`config.mk`:
```
export PLATFORM = sky130hd
export DESIGN_NAME = sleep_and_mcu_control_regs
export DESIGN_NICKNAME = d
export VERILOG_FILES = /design/src/unlock_timer.v /design/src/sleep_and_mcu_control_regs.v
export VERILOG_INCLUDE_DIRS = /design/src
export SDC_FILE = /design/constraint.sdc
export NUM_CORES = 1
export LEC_CHECK = 0
export ABC_CLOCK_PERIOD_IN_PS = 1700
export BUFFER_PORTS_ARGS = -buffer_cell sky130_fd_sc_hd__buf_2
export CAP_MARGIN = 20
export CORE_ASPECT_RATIO = 1.4
export CORE_MARGIN = 8
export CORE_UTILIZATION = 35
export CTS_CLUSTER_SIZE = 16
export DETAILED_ROUTE_END_ITERATION = 12
export GPL_TIMING_DRIVEN = 0
export SYNTH_ARGS = -nofsm -noshare
export SYNTH_HDL_FRONTEND = slang
export SYNTH_SLANG_ARGS = --single-unit
```
`constraint.sdc`:
```
create_clock -name clk -period 1.7 [get_ports clk]
set_input_delay 0.34 -clock clk [delete_from_list [all_inputs] [get_ports clk]]
set_output_delay 0.34 -clock clk [all_outputs]
set_load 0.005 [all_outputs]
```
`src/sleep_ctrl_consts.vh`:
```
// Purpose: Constants for the sleep and MCU control register bank
// Assumes: 8-bit CPU register port, byte addresses in data space
// Notes:   Port-instruction addresses are data addresses minus 0x20
`ifndef SLEEP_CTRL_CONSTS_VH
`define SLEEP_CTRL_CONSTS_VH

// ----------------------------------------------------------------
// Addresses
// ----------------------------------------------------------------
`define SLP_CTRL_ADDR      8'h53
`define MCU_CTRL_ADDR      8'h55
`define IO_ADDR_OFFSET     8'h20

// ----------------------------------------------------------------
// Reset values and field positions
// ----------------------------------------------------------------
`define SLP_CTRL_RESET     8'h00
`define MCU_CTRL_RESET     8'h00
`define SLP_ALLOW_BIT      0
`define SLP_SEL_LSB        1
`define SLP_SEL_MSB        3
`define SCAN_DIS_BIT       7
`define BOD_OFF_BIT        6
`define BOD_UNLOCK_BIT     5
`define PULLUP_KILL_BIT    4
`define VEC_SEL_BIT        1
`define VEC_UNLOCK_BIT     0
`define MCU_CTRL_MASK      8'hF3
`define SLP_CTRL_MASK      8'h0F

// ----------------------------------------------------------------
// Sleep mode codes
// ----------------------------------------------------------------
`define MODE_IDLE          3'h0
`define MODE_ADC_NR        3'h1
`define MODE_PWR_DOWN      3'h2
`define MODE_PWR_SAVE      3'h3
`define MODE_STANDBY       3'h6
`define MODE_EXT_STANDBY   3'h7

// ----------------------------------------------------------------
// Timing in clock cycles
// ----------------------------------------------------------------
`define UNLOCK_CYCLES      3'h4
`define BOD_DELAY_CYCLES   3'h3
`define BOD_HOLD_CYCLES    3'h3
`define STBY_WAKE_CYCLES   3'h6

`endif

```
`src/unlock_timer.v`:
```
// Purpose: Down-counter window for a timed unlock sequence
// Assumes: start pulse from a qualifying write
// Notes:   Restart while open reloads the window
`timescale 1ns/1ps

module unlock_timer #(
    parameter [2:0] WINDOW = 3'h4
) (
    input  wire clk,
    input  wire nrst,
    input  wire start,
    input  wire cancel,
    output wire open
);

    reg [2:0] count_r;
    reg [2:0] count_nxt;

    assign open = (count_r != 3'h0);

    always @* begin
        count_nxt = count_r;
        if (start) begin
            count_nxt = WINDOW;
        end else if (cancel) begin
            count_nxt = 3'h0;
        end else if (count_r != 3'h0) begin
            count_nxt = count_r - 3'h1;
        end
    end

    always @(posedge clk or negedge nrst) begin
        if (!nrst) begin
            count_r <= 3'h0;
        end else begin
            count_r <= count_nxt;
        end
    end

endmodule

```
`src/sleep_and_mcu_control_regs.v`:
```
// Purpose: Sleep mode control and MCU control registers with timed
//          unlock sequences, plus sleep-time power steering outputs
// Assumes: CPU register port, one access per cycle, sleep_instr is a
//          one-cycle pulse from the decoder
// Notes:   Reset state is all zeros
//
// Contract
// - Three-bit field selects idle, ADC NR, down, save, -, -, standby, ext.
// - Sleep instruction sleeps only while sleep-allow is one.
// - Scan-port disable zero plus fuse enables scan port; one disables.
// - Scan-port disable changes only on two equal writes within four cycles.
// - Brownout-off set needs both-bits write then off-only write in four.
// - Brownout-off active three cycles after set, cleared three later.
// - Detector off only if sleep executes while brownout-off is active.
// - Pull-up kill disables all port pull-ups regardless of pin bits.
// - Vector select zero puts vectors at flash start, one at boot section.
// - Vector select changes only by unlock write then select write in four.
// - Interrupts blocked from unlock until after next instruction or four.
// - Automatic blocking leaves global interrupt enable flag untouched.
// - Hardware clears vector unlock after four cycles or on select write.
// - Boot lock bits disable interrupts in protected section by vector side.
// - Enabled ADC stays on in sleep; re-enable gives extended conversion.
// - Comparator off in deep sleep; vref kept if comparator uses it.
// - Input buffers off when I/O and ADC clocks stop, except wake pins.
// - Debug fuse keeps main clock in sleep; scan disable kills debug.
// - Enabled watchdog and fused brown-out detector stay on in sleep.
// - Reference on when detector, comparator or ADC needs it.
// - Registers at data 0x53 and 0x55; port access 0x20 lower.
// - Detector re-enabled automatically on wake-up.
// - Standby modes wake within six clock cycles.
`timescale 1ns/1ps
`include "sleep_ctrl_consts.vh"

module sleep_and_mcu_control_regs (
    input  wire       clk,
    input  wire       nrst,
    input  wire [7:0] addr,
    input  wire       io_space,
    input  wire       wr_en,
    input  wire       rd_en,
    input  wire [7:0] wdata,
    output reg  [7:0] rdata,
    input  wire       sleep_instr,
    input  wire       instr_done,
    input  wire       wake_event,
    input  wire       in_boot_section,
    input  wire       scan_fuse_enable,
    input  wire       debug_fuse_enable,
    input  wire       app_boot_lock_bit,
    input  wire       boot_boot_lock_bit,
    input  wire       brownout_fuse_en,
    input  wire       watchdog_en,
    input  wire       adc_en,
    input  wire       comparator_en,
    input  wire       comparator_uses_ref,
    input  wire       wake_pin_needed,
    output wire [2:0] sleep_mode,
    output reg        sleeping,
    output wire       scan_port_enable,
    output wire       pullup_kill,
    output wire       vector_table_select,
    output wire       irq_block,
    output wire       brownout_enable,
    output wire       adc_keep_on,
    output reg        adc_extended_conv,
    output wire       comparator_enable,
    output wire       vref_enable,
    output wire       input_buffer_enable,
    output wire       main_clock_keep,
    output wire       watchdog_keep,
    output reg        wake_ready
);

    // ----------------------------------------------------------------
    // Sleep states
    // ----------------------------------------------------------------
    localparam [1:0] ST_RUN   = 2'h0;
    localparam [1:0] ST_SLEEP = 2'h1;
    localparam [1:0] ST_WAKE  = 2'h2;

    reg [7:0] slp_r;
    reg [7:0] slp_nxt;
    reg       scan_dis_r;
    reg       bod_off_r;
    reg       pullup_kill_r;
    reg       vec_sel_r;
    reg       bod_unlock_r;
    reg       scan_pend_r;
    reg       scan_val_r;
    reg [2:0] bod_age_r;
    reg       bod_sw_off_r;
    reg       blk_tail_r;
    reg [1:0] state_r;
    reg [1:0] state_nxt;
    reg [2:0] wake_cnt_r;
    reg       adc_en_d_r;

    wire sel_hit_slp;
    wire sel_hit_mcu;
    wire wr_slp;
    wire wr_mcu;
    wire vec_open;
    wire bod_open;
    wire scan_open;
    wire scan_commit;
    wire bod_active;
    wire deep_mode;
    wire io_adc_stopped;

    // ----------------------------------------------------------------
    // Address decode
    // ----------------------------------------------------------------
    function hit;
        input [7:0] a;
        input       io;
        input [7:0] base;
        begin
            hit = io ? (a == (base - `IO_ADDR_OFFSET)) : (a == base);
        end
    endfunction

    assign sel_hit_slp = hit(addr, io_space, `SLP_CTRL_ADDR);
    assign sel_hit_mcu = hit(addr, io_space, `MCU_CTRL_ADDR);
    assign wr_slp      = wr_en & sel_hit_slp;
    assign wr_mcu      = wr_en & sel_hit_mcu;
    // A mismatched write restarts the pair with a fresh window
    assign scan_commit = wr_mcu & scan_pend_r & scan_open &
                         (wdata[`SCAN_DIS_BIT] == scan_val_r);

    // ----------------------------------------------------------------
    // Unlock windows
    // ----------------------------------------------------------------
    // Vector unlock: armed by a write with unlock one, closed early by
    // the select write so a second change needs a fresh sequence
    unlock_timer #(
        .WINDOW (`UNLOCK_CYCLES)
    ) u_vec_win (
        .clk    (clk),
        .nrst   (nrst),
        .start  (wr_mcu & wdata[`VEC_UNLOCK_BIT]),
        .cancel (wr_mcu & vec_open & ~wdata[`VEC_UNLOCK_BIT]),
        .open   (vec_open)
    );

    unlock_timer #(
        .WINDOW (`UNLOCK_CYCLES)
    ) u_bod_win (
        .clk    (clk),
        .nrst   (nrst),
        .start  (wr_mcu & wdata[`BOD_OFF_BIT] & wdata[`BOD_UNLOCK_BIT]),
        .cancel (wr_mcu & bod_open & ~wdata[`BOD_UNLOCK_BIT]),
        .open   (bod_open)
    );

    unlock_timer #(
        .WINDOW (`UNLOCK_CYCLES)
    ) u_scan_win (
        .clk    (clk),
        .nrst   (nrst),
        .start  (wr_mcu & ~scan_commit),
        .cancel (scan_commit),
        .open   (scan_open)
    );

    // ----------------------------------------------------------------
    // Sleep mode control register
    // ----------------------------------------------------------------
    always @* begin
        slp_nxt = slp_r;
        if (wr_slp) begin
            slp_nxt = wdata & `SLP_CTRL_MASK;
        end
    end

    assign sleep_mode = slp_r[`SLP_SEL_MSB:`SLP_SEL_LSB];

    // ----------------------------------------------------------------
    // MCU control register
    // ----------------------------------------------------------------
    always @(posedge clk or negedge nrst) begin
        if (!nrst) begin
            slp_r         <= `SLP_CTRL_RESET;
            scan_dis_r    <= 1'b0;
            pullup_kill_r <= 1'b0;
            vec_sel_r     <= 1'b0;
            bod_unlock_r  <= 1'b0;
            scan_pend_r   <= 1'b0;
            scan_val_r    <= 1'b0;
            bod_off_r     <= 1'b0;
            bod_age_r     <= 3'h0;
            blk_tail_r    <= 1'b0;
        end else begin
            slp_r <= slp_nxt;
            // Two equal writes in the window commit the scan bit
            if (wr_mcu) begin
                if (scan_commit) begin
                    scan_dis_r  <= scan_val_r;
                    scan_pend_r <= 1'b0;
                end else begin
                    scan_pend_r <= 1'b1;
                    scan_val_r  <= wdata[`SCAN_DIS_BIT];
                end
            end else if (!scan_open) begin
                scan_pend_r <= 1'b0;
            end
            if (wr_mcu) begin
                pullup_kill_r <= wdata[`PULLUP_KILL_BIT];
            end
            // Select write only honoured inside the unlock window
            if (wr_mcu & vec_open & ~wdata[`VEC_UNLOCK_BIT]) begin
                vec_sel_r <= wdata[`VEC_SEL_BIT];
            end
            bod_unlock_r <= (wr_mcu & wdata[`BOD_UNLOCK_BIT]) |
                            (bod_open & ~wr_mcu);
            // Set sequence: both bits, then off with unlock cleared
            if (wr_mcu & bod_open & wdata[`BOD_OFF_BIT] &
                ~wdata[`BOD_UNLOCK_BIT]) begin
                bod_age_r <= 3'h1;
                bod_off_r <= 1'b1;
            end else if (bod_age_r != 3'h0) begin
                if (bod_age_r == (`BOD_DELAY_CYCLES + `BOD_HOLD_CYCLES)) begin
                    bod_age_r <= 3'h0;
                    bod_off_r <= 1'b0;
                end else begin
                    bod_age_r <= bod_age_r + 3'h1;
                end
            end
            // Keep blocking through the instruction after the select write
            if (wr_mcu & vec_open & ~wdata[`VEC_UNLOCK_BIT]) begin
                blk_tail_r <= 1'b1;
            end else if (instr_done) begin
                blk_tail_r <= 1'b0;
            end
        end
    end

    // Active once the set has aged past the delay
    assign bod_active = bod_off_r & (bod_age_r > `BOD_DELAY_CYCLES);

    // ----------------------------------------------------------------
    // Read path
    // ----------------------------------------------------------------
    always @* begin
        rdata = 8'h00;
        if (rd_en & sel_hit_slp) begin
            rdata = slp_r;
        end else if (rd_en & sel_hit_mcu) begin
            rdata[`SCAN_DIS_BIT]    = scan_dis_r;
            rdata[`BOD_OFF_BIT]     = bod_off_r;
            rdata[`BOD_UNLOCK_BIT]  = bod_unlock_r;
            rdata[`PULLUP_KILL_BIT] = pullup_kill_r;
            rdata[`VEC_SEL_BIT]     = vec_sel_r;
            rdata[`VEC_UNLOCK_BIT]  = vec_open;
        end
    end

    // ----------------------------------------------------------------
    // Static control outputs
    // ----------------------------------------------------------------
    assign scan_port_enable    = scan_fuse_enable & ~scan_dis_r;
    assign pullup_kill         = pullup_kill_r;
    assign vector_table_select = vec_sel_r;

    // Only gates delivery; the global enable flag lives elsewhere and
    // is never written from here
    assign irq_block = vec_open | blk_tail_r |
        (vec_sel_r & app_boot_lock_bit & ~in_boot_section) |
        (~vec_sel_r & boot_boot_lock_bit & in_boot_section);

    // ----------------------------------------------------------------
    // Sleep sequencing
    // ----------------------------------------------------------------
    always @* begin
        state_nxt = state_r;
        case (state_r)
            ST_RUN: begin
                if (sleep_instr & slp_r[`SLP_ALLOW_BIT]) begin
                    state_nxt = ST_SLEEP;
                end
            end
            ST_SLEEP: begin
                if (wake_event) begin
                    state_nxt = ST_WAKE;
                end
            end
            ST_WAKE: begin
                if (wake_cnt_r == 3'h0) begin
                    state_nxt = ST_RUN;
                end
            end
            default: state_nxt = ST_RUN;
        endcase
    end

    always @(posedge clk or negedge nrst) begin
        if (!nrst) begin
            state_r      <= ST_RUN;
            sleeping     <= 1'b0;
            bod_sw_off_r <= 1'b0;
            wake_cnt_r   <= 3'h0;
            wake_ready   <= 1'b0;
        end else begin
            state_r    <= state_nxt;
            sleeping   <= (state_nxt == ST_SLEEP);
            wake_ready <= (state_r == ST_WAKE) & (wake_cnt_r == 3'h0);
            if ((state_r == ST_RUN) & (state_nxt == ST_SLEEP)) begin
                bod_sw_off_r <= bod_active;
            end else if (state_nxt != ST_SLEEP) begin
                bod_sw_off_r <= 1'b0;
            end
            if ((state_r == ST_SLEEP) & wake_event) begin
                // Standby keeps the oscillator, so wake is short
                wake_cnt_r <= (sleep_mode[2:1] == 2'b11) ?
                    (`STBY_WAKE_CYCLES - 3'h1) : 3'h0;
            end else if (wake_cnt_r != 3'h0) begin
                wake_cnt_r <= wake_cnt_r - 3'h1;
            end
        end
    end

    // ----------------------------------------------------------------
    // Power steering during sleep
    // ----------------------------------------------------------------
    assign deep_mode = sleeping & (sleep_mode != `MODE_IDLE) &
                       (sleep_mode != `MODE_ADC_NR);
    // Only idle keeps the I/O clock; only idle and ADC NR keep ADC clock
    assign io_adc_stopped = deep_mode;

    assign brownout_enable   = brownout_fuse_en & ~bod_sw_off_r;
    assign watchdog_keep     = watchdog_en;
    assign adc_keep_on       = adc_en;
    // Comparator always stops in deep sleep; its reference may not
    assign comparator_enable = comparator_en & ~deep_mode;
    assign vref_enable = brownout_enable | adc_en |
        (comparator_en & (~deep_mode | comparator_uses_ref));
    assign input_buffer_enable = ~io_adc_stopped |
                                 wake_pin_needed;
    // Debug system is dead once the scan port is disabled
    assign main_clock_keep = sleeping & debug_fuse_enable &
                             ~scan_dis_r;

    always @(posedge clk or negedge nrst) begin
        if (!nrst) begin
            adc_en_d_r        <= 1'b0;
            adc_extended_conv <= 1'b0;
        end else begin
            adc_en_d_r <= adc_en;
            if (adc_en & ~adc_en_d_r) begin
                adc_extended_conv <= 1'b1;
            end else if (~adc_en) begin
                adc_extended_conv <= 1'b0;
            end
        end
    end

endmodule

```
[Word-level counts from Yosys, hierarchy flattened]
Cells that the tools add are included.
Storage, ports and cells
  register bits: 34
  input port bits: 35
Operators by class
  add/sub/neg operators: 5
  magnitude comparators: 1
  eq/ne operators: 14
  mux-type cells: 38
  bitwise operators: 55
  reduce and logical (&&, ||, !) cells: 19
Operators by type and width (number)
  $mux 3: 15
  $and 1x1->1: 37
  $reduce_bool 3->1: 9
  $eq 8x6->1 const B: 2
  $eq 8x7->1 const B: 2
  $mux 1: 14
  $mux 2: 6
  $sub 3x1->3 const B: 4
  $not 1->1: 10
  $reduce_bool 2->1: 5
  $mux 4: 2
  $or 1x1->1: 8
  $pmux 2 s3: 1
  $reduce_and 2->1: 3
  $eq 2x1->1 const B: 2
  $eq 2x2->1 const B: 2
  $ne 2x1->1 const B: 2
  $add 3x1->3 const B: 1
  $eq 3x3->1 const B: 1
  $gt 3x2->1 const B: 1
  $logic_not 3->1: 1
  $ne 3x1->1 const B: 1
  $logic_not 2->1: 1
  $ne 2x2->1 const B: 1
  $eq 1x1->1: 1

[Depth between registers and ports, before layout]
Gate-level depths: netlist of the first run.
  word-level depth: 9
  depth in mapped cells: 6

[By module]
Synthesis of the first run repeated with hierarchy kept, for this count alone.
Second synthesis, totals
  cell total of the unflattened synthesis: 178
  area total of the unflattened synthesis: 1933.1 µm²
By module, submodules not included
  sleep_and_mcu_control_regs: instances 1, cells each 133, area each 1400.1 µm², seq. area each 625.6 µm²
  unlock_timer: instances 3, cells each 15, area each 177.7 µm², seq. area each 75.1 µm²

[Worst setup path before layout of the first run]
OpenSTA, ideal clock, no wires.
  path type: flip-flop to flip-flop
  start: register u_scan_win.count_r[0]
  end: register scan_dis_r
  arrival time: 1.408 ns
  required time: 1.575 ns
  slack: 0.167 ns
  cell stages (with the launch flop): 7
  cell sequence: dfrtp_1 > inv_1 > ha_1 > or2b_1 > nand2_1 > nor3_4 > mux2_4
On the way
  longest elaborated chain between the ends: 4
Ends and longest elaborated chain
  start: declaration: RTL line unlock_timer.v:16  | reg [2:0] count_r;
  start signal: assignment: RTL line unlock_timer.v:36  | count_r <= count_nxt;
  $reduce_bool 3->1: RTL line unlock_timer.v:19  | assign open = (count_r != 3'h0);
  $and 1x1->1 (2 in series): RTL line sleep_and_mcu_control_regs.v:127  | assign scan_commit = wr_mcu & scan_pend_r & scan_open &
  $reduce_and 2->1 (no source line)
  end signal: assignment: RTL line sleep_and_mcu_control_regs.v:197  | scan_dis_r <= scan_val_r;
  end: declaration: RTL line sleep_and_mcu_control_regs.v:83  | reg scan_dis_r;
Every way passes these cells.
A chain may end at the register's enable or synchronous reset.

[Worst setup path after layout of the first run]
  start: register u_vec_win.count_r[0]
  end: output irq_block
On the way
  longest elaborated chain between the ends: 4
Ends and longest elaborated chain
  start: declaration: RTL line unlock_timer.v:16
  start signal: assignment: RTL line unlock_timer.v:36
  $reduce_bool 3->1: RTL line unlock_timer.v:19
  $or 1x1->1 (2 in series): RTL line sleep_and_mcu_control_regs.v:266  | assign irq_block = vec_open | blk_tail_r |
  $or 1x1->1: RTL line sleep_and_mcu_control_regs.v:267  | (vec_sel_r & app_boot_lock_bit & ~in_boot_section) |
  end: declaration: RTL line sleep_and_mcu_control_regs.v:62  | output wire irq_block,
Every way passes these cells.

==> results of run 1 <==
-- final timing paths --
check | slack [ps] | to | cells after the start | start
setup / recovery | -90 | irq_block | 5 | u_vec_win.count_r[0]
hold / removal | 120 | scan_val_r | 1 | nrst
setup reg to reg | 130 | scan_dis_r | 6 | u_scan_win.count_r[0]
hold reg to reg | 430 | adc_extended_conv | 1 | adc_en_d_r
max in group asynchronous | 1100 | adc_en_d_r | 1 | nrst
min in group clk | 200 | adc_en_d_r | 1 | adc_en
-- registers in the layout, indices dropped and copies added (netlist names), 2 cells and up --
name and count:
u_scan_win.count_r 3, slp_r 4, u_vec_win.count_r 3, bod_age_r 3, state_r 2, u_bod_win.count_r 3, wake_cnt_r 3
-- synth_stat cells (2+ instances only) --
| cell type | n |
|---|---|
| a21oi_1 | 12 |
| a22oi_1 | 2 |
| and2_1 | 8 |
| and3_1 | 2 |
| and3b_1 | 2 |
| buf_4 | 5 |
| dfrtp_1 | 34 |
| ha_1 | 9 |
| inv_1 | 15 |
| mux2_2 | 4 |
| mux2_4 | 3 |
| mux2i_1 | 2 |
| nand2_1 | 21 |
| nand2b_1 | 4 |
| nand3b_1 | 3 |
| nor2_1 | 14 |
| nor2b_1 | 3 |
| nor3_1 | 4 |
| o211a_4 | 2 |
| o21ai_0 | 8 |
| o2bb2ai_1 | 2 |
| xnor2_1 | 2 |
| xor2_1 | 2 |
-- cell type report --
cell class,count,area [sq um]
plain buffers,6,42.5
clock buffers,6,82.6
clock inverters,2,12.5
fillers,540,2880
inverters,15,56.3
multi-input cells,131,1000
flip-flops and latches,34,851
well taps,68,85.1
repair buffers,68,393
-- worst max-delay path: stages, from the launching register on --
cell	delay (ps)
dfrtp_1	400
inv_2	90
ha_4	150
nand2b_4	60
or3_1	340
buf_2	130
-- timing repair --
| item | 4_1_cts | 5_1_grt |
|---|---|---|
| pin swaps | 4 | 8 |
| gates resized for setup | 7 | 10 |
| buffers inserted | 5 | 5 |
| setup endpoints to repair | 8 | 10 |
-- metal layers --
metal | vias to the layer above | GRT usage
li1 | 781 | -
met1 | 736 | 0.111
met2 | 41 | 0.198
met3 | 8 | 0.0398
met4 | 0 | 0.0519
met5 | - | 0
-- through the flow --
step	instance area [sq um]	worst slack [ps]	power (W)	hold WS [ps]
2_1_floorplan	1910	167	0.00198	44.4
3_3_place_gp	2290	-107	0.00220	414
3_5_place_dp	2290	-120	0.00225	429
4_1_cts	2450	-90.0	0.00301	148
5_1_grt	2530	-152	0.00329	181
6_report	2530	-89.6	0.00302	122
-- kinds of logic after synthesis --
logic type,Yosys count,share of synthesized area
AND/OR/NAND/NOR,75,0.237
buffers and inverters,21,0.0516
flip-flops,34,0.444
AO/OA/AOI/OAI,34,0.132
multiplexers,9,0.0575
XOR/XNOR,4,0.0183
adder cells (fa/ha/maj),9,0.0588
-- report_power, final --
part / switching (W) / internal [W]
combinational: 0.000570 / 0.000617
sequential: 0.000169 / 0.00105
clock: 0.000292 / 0.000325
total: 0.00103 / 0.00199
==> impl_metrics.ini, run 1 <==
[outcome]
status = finished with violations
violations = setup timing

[placement]
gp_congestion = 0.741
place.detailed.hpwl_um = 3420
dp.cells = 312
numPortBuffers = 58

[timing]
period_minus_slack_ps = 1790
setup_viol = 2
maxSlewViolCount = 0
setup_ws_ps = -89.6
rsz0062_at_grt = true
clock.fmax_mhz = 559
clock-skew-final_ps = 3.28
post-route-period-util = 1.05
worstMarginPinSlew_ps = 747
fin_tns_setup_ps = -118
hold_violations = 0
slew_headroom = 0.502

[detailed_routing]
drc = 0
wire_per_inst_um = 13.4
wl_met2_um = 2300
ant_nets = 0
drt-initial-drc-count = 37
dr.pass1.iters = 4
wl_met1_um = 1710
wl_met3_um = 319
dr.max_layer_used = met4
num_vias = 1566
wirelength_um = 4420
vias_per_cell = 4.75

[cts]
clockBufferDepth = 2
cts_hold_buf = 0
clock_sinks = 34
numCtsBuffers = 5
cts_root_buf = clkbuf_8
htreeDepth = 2
clkLatencyLatePin_ps = 280
cts_tree = built
path_clk_slew_ps = 70

[grt]
grt_max_degree = 35
grt_pass1_wl_um = 7510
grt_pass1_vias = 1677
track_usage = 0.112
overflow = 0
antenna_found_initial = 0

[setup_path]
endpoint_kind = primary output
start_kind = register
crit_type = register to primary output
required_ps = 1360
cp.arrival_ps = 1450
critPathMaxFanout = 3

[finish]
final_util = 0.467
drive_gt1_frac = 0.420
final_common_cell = buf_2
diodes = 0
area_growth_syn_to_layout_pct = 32.0
final_cells = 330
final_nets = 305
final_cell_mix = 54 x buf_2, 34 x dfrtp_1, 21 x nand2_1

[synth]
synth_ff_type = dfrtp_1
mappedNetlistNets = 230
syn_inst = 186
synth.area.top_cells = dfrtp_1 44%, ha_1 5.9%, nand2_1 4.1%
ys_ff_latch = 34
yosys_warnings = 0
synthDistinctLibCells = 46
synthArstFlopShare = 1.00
yosysTopAreaCellShare = 0.444
yosysTopAreaCell = dfrtp_1
synth_area_sq_mm = 0.00191
synth_edf_count = 0
avgSynthCellArea_sq_um = 10.3
ys_seq_area_frac = 0.444

[power]
leakage_nw = 1.31
ir_worst_vdd_mv = 0.447
power.density_mw_per_mm2 = 1200

[die]
die_area_sq_mm = 0.00813
rows = 32
die_h_um = 104
ioPinCount = 60
start_util = 0.354
fp.coreArea_sq_mm = 0.00541
fp.dieW_um = 78.5

[hold_path]
hp-class = primary input to async pin

[run]
maxCapViolCount = 0
Power figures use the tool's default switching activity.
==> run 2: changes to the inputs <==
--- a/config.mk
+++ b/config.mk
@@ -15,6 +15,7 @@
 export CTS_CLUSTER_SIZE = 16
 export DETAILED_ROUTE_END_ITERATION = 12
 export GPL_TIMING_DRIVEN = 0
+export REMOVE_ABC_BUFFERS = 1
 export SYNTH_ARGS = -nofsm -noshare
 export SYNTH_HDL_FRONTEND = slang
 export SYNTH_SLANG_ARGS = --single-unit
==> run 2 against run 1 <==
Effect of this change: sequential power barely moved; first-iteration DRC count grew 73%; fmax increased by 1.8%; cell area decreased by 3.7%; wire length is 1.9% lower; critical path depth stayed put; register-to-register slack got worse by 20 ps; clock power decreased by 10%; the run still ends with setup timing left; via count shrank 1.7%.
==> impl_metrics.ini, run 2 (same netlist as run 1, synthesis figures left out) <==
[placement]
dp.cells = 305
numPortBuffers = 57
gp_congestion = 0.782
place.detailed.hpwl_um = 3410
placed_area_sq_mm = 0.00224

[finish]
fillers = 541
largest_register = slp_r
multi_input_area_sq_mm = 0.00101
drive_gt1_frac = 0.396
area_growth_syn_to_layout_pct = 27.1
finalInstanceArea_sq_mm = 0.00243
final_util = 0.450
final_cells = 318
largest_reg_flops = 4
final_nets = 294
diodes = 0
final_cell_mix = 53 x buf_2, 34 x dfrtp_1, 21 x nand2_1
final_common_cell = buf_2
seq_area_sq_um = 851

[run]
maxCapViolCount = 0

[timing]
post-route-period-util = 1.03
rsz0062_at_grt = true
clock.fmax_mhz = 569
worstMarginPinSlew_ps = 771
setup_ws_ps = -57.9
hold_violations = 0
setup_viol = 1
maxSlewViolCount = 0
period_minus_slack_ps = 1760
slew_headroom = 0.486
clock-skew-final_ps = 5.29

[grt]
grt_pass1_vias = 1647
antenna_found_initial = 0
grt_pass1_wl_um = 7620
grt_max_degree = 35
track_usage = 0.114
overflow = 0

[die]
rows = 32
fp.coreArea_sq_mm = 0.00541
start_util = 0.354
die_h_um = 104
fp.dieW_um = 78.5
die_area_sq_mm = 0.00813
ioPinCount = 60

[setup_path]
required_ps = 1360
cp.arrival_ps = 1420
crit_type = register to primary output
endpoint_kind = primary output
critPathMaxFanout = 3
start_kind = register
r2r_slack_ps = 110

[cts]
cts_tree = built
htreeDepth = 2
cts_hold_buf = 0
cts_root_buf = clkbuf_8
numCtsBuffers = 5
clkLatencyLatePin_ps = 280
clockBufferDepth = 2
path_clk_slew_ps = 70
clock_sinks = 34

[detailed_routing]
drt-initial-drc-count = 64
wl_met3_um = 387
wl_met1_um = 1760
dr.pass1.iters = 3
wire_per_inst_um = 13.6
vias_per_cell = 4.84
wl_met2_um = 2120
dr.max_layer_used = met4
drc = 0
wirelength_um = 4330
num_vias = 1539
ant_nets = 0

[power]
combPwrFrac = 0.389
power_w = 0.00291
switching_share = 0.344
leakage_nw = 1.25
power.density_mw_per_mm2 = 1200
pwr-share-seq = 0.420
p_clk_frac = 0.190
ir_worst_vdd_mv = 0.507
internal_power_w = 0.00191
netSwitchingPower_w = 0.000999

[outcome]
status = finished with violations
violations = setup timing

[hold_path]
hp-class = primary input to async pin
## run 2: cell types whose count changed in the layout (fill, tap and decap cells not counted), sizes merged
cell / change
buf: -11
clkbuf: -1
clkinv: +1
clkinvlp: -1
## run 2: power by group through the flow
stage               Combinational, W  Clock (W)  Sequential (W)
global placement            0.000977          0         0.00122
finish                       0.00113   0.000554         0.00122
global route                 0.00132   0.000611         0.00126
detailed placement           0.00102          0         0.00123
floorplan                   0.000782          0         0.00118
CTS                          0.00113   0.000575         0.00122
## run 2: metrics by stage
step	setup TNS, ps	hold slack [ps]	worst slack, ps
detailed placement	-511	426	-112
global route	-246	190	-129
CTS	-69.8	153	-69.8
finish	-57.9	127	-57.9
floorplan	0	44.4	167
global placement	-467	411	-108
## run 2: what timing repair did
action                     in CTS  in global routing
setup buffers                   6                  0
gates resized for setup         6                 11
setup endpoints to repair       9                 10
pin swaps                       3                  6
## run 2: area by class of cell
class                   count  area share
multi-input cells         131       0.415
flip-flops and latches     34       0.350
repair buffers             63       0.145
well taps                  68      0.0350
clock buffers               5      0.0283
inverters                  15      0.0231
clock inverters             2     0.00412
## run 2: layer usage
metal | up-vias | track usage
li1 | 763 | -
met1 | 729 | 0.127
met5 | - | 0
met4 | 0 | 0.0399
met3 | 6 | 0.0519
met2 | 41 | 0.185
## run 2: critical path, stage by stage (launching register included)
cell and delay, ps:
dfrtp_1 400, inv_2 80, ha_4 140, nand2b_4 60, or3_1 330, buf_2 130
## run 2: final timing paths
path	start	endpoint	depth (start not counted)
setup / recovery	u_vec_win.count_r[0]	irq_block	5
hold / removal	nrst	slp_r[2]	1
setup reg to reg	u_scan_win.count_r[0]	scan_dis_r	6
hold reg to reg	adc_en_d_r	adc_extended_conv	1
max in group asynchronous	nrst	pullup_kill	1
min in group clk	adc_en	adc_en_d_r	1
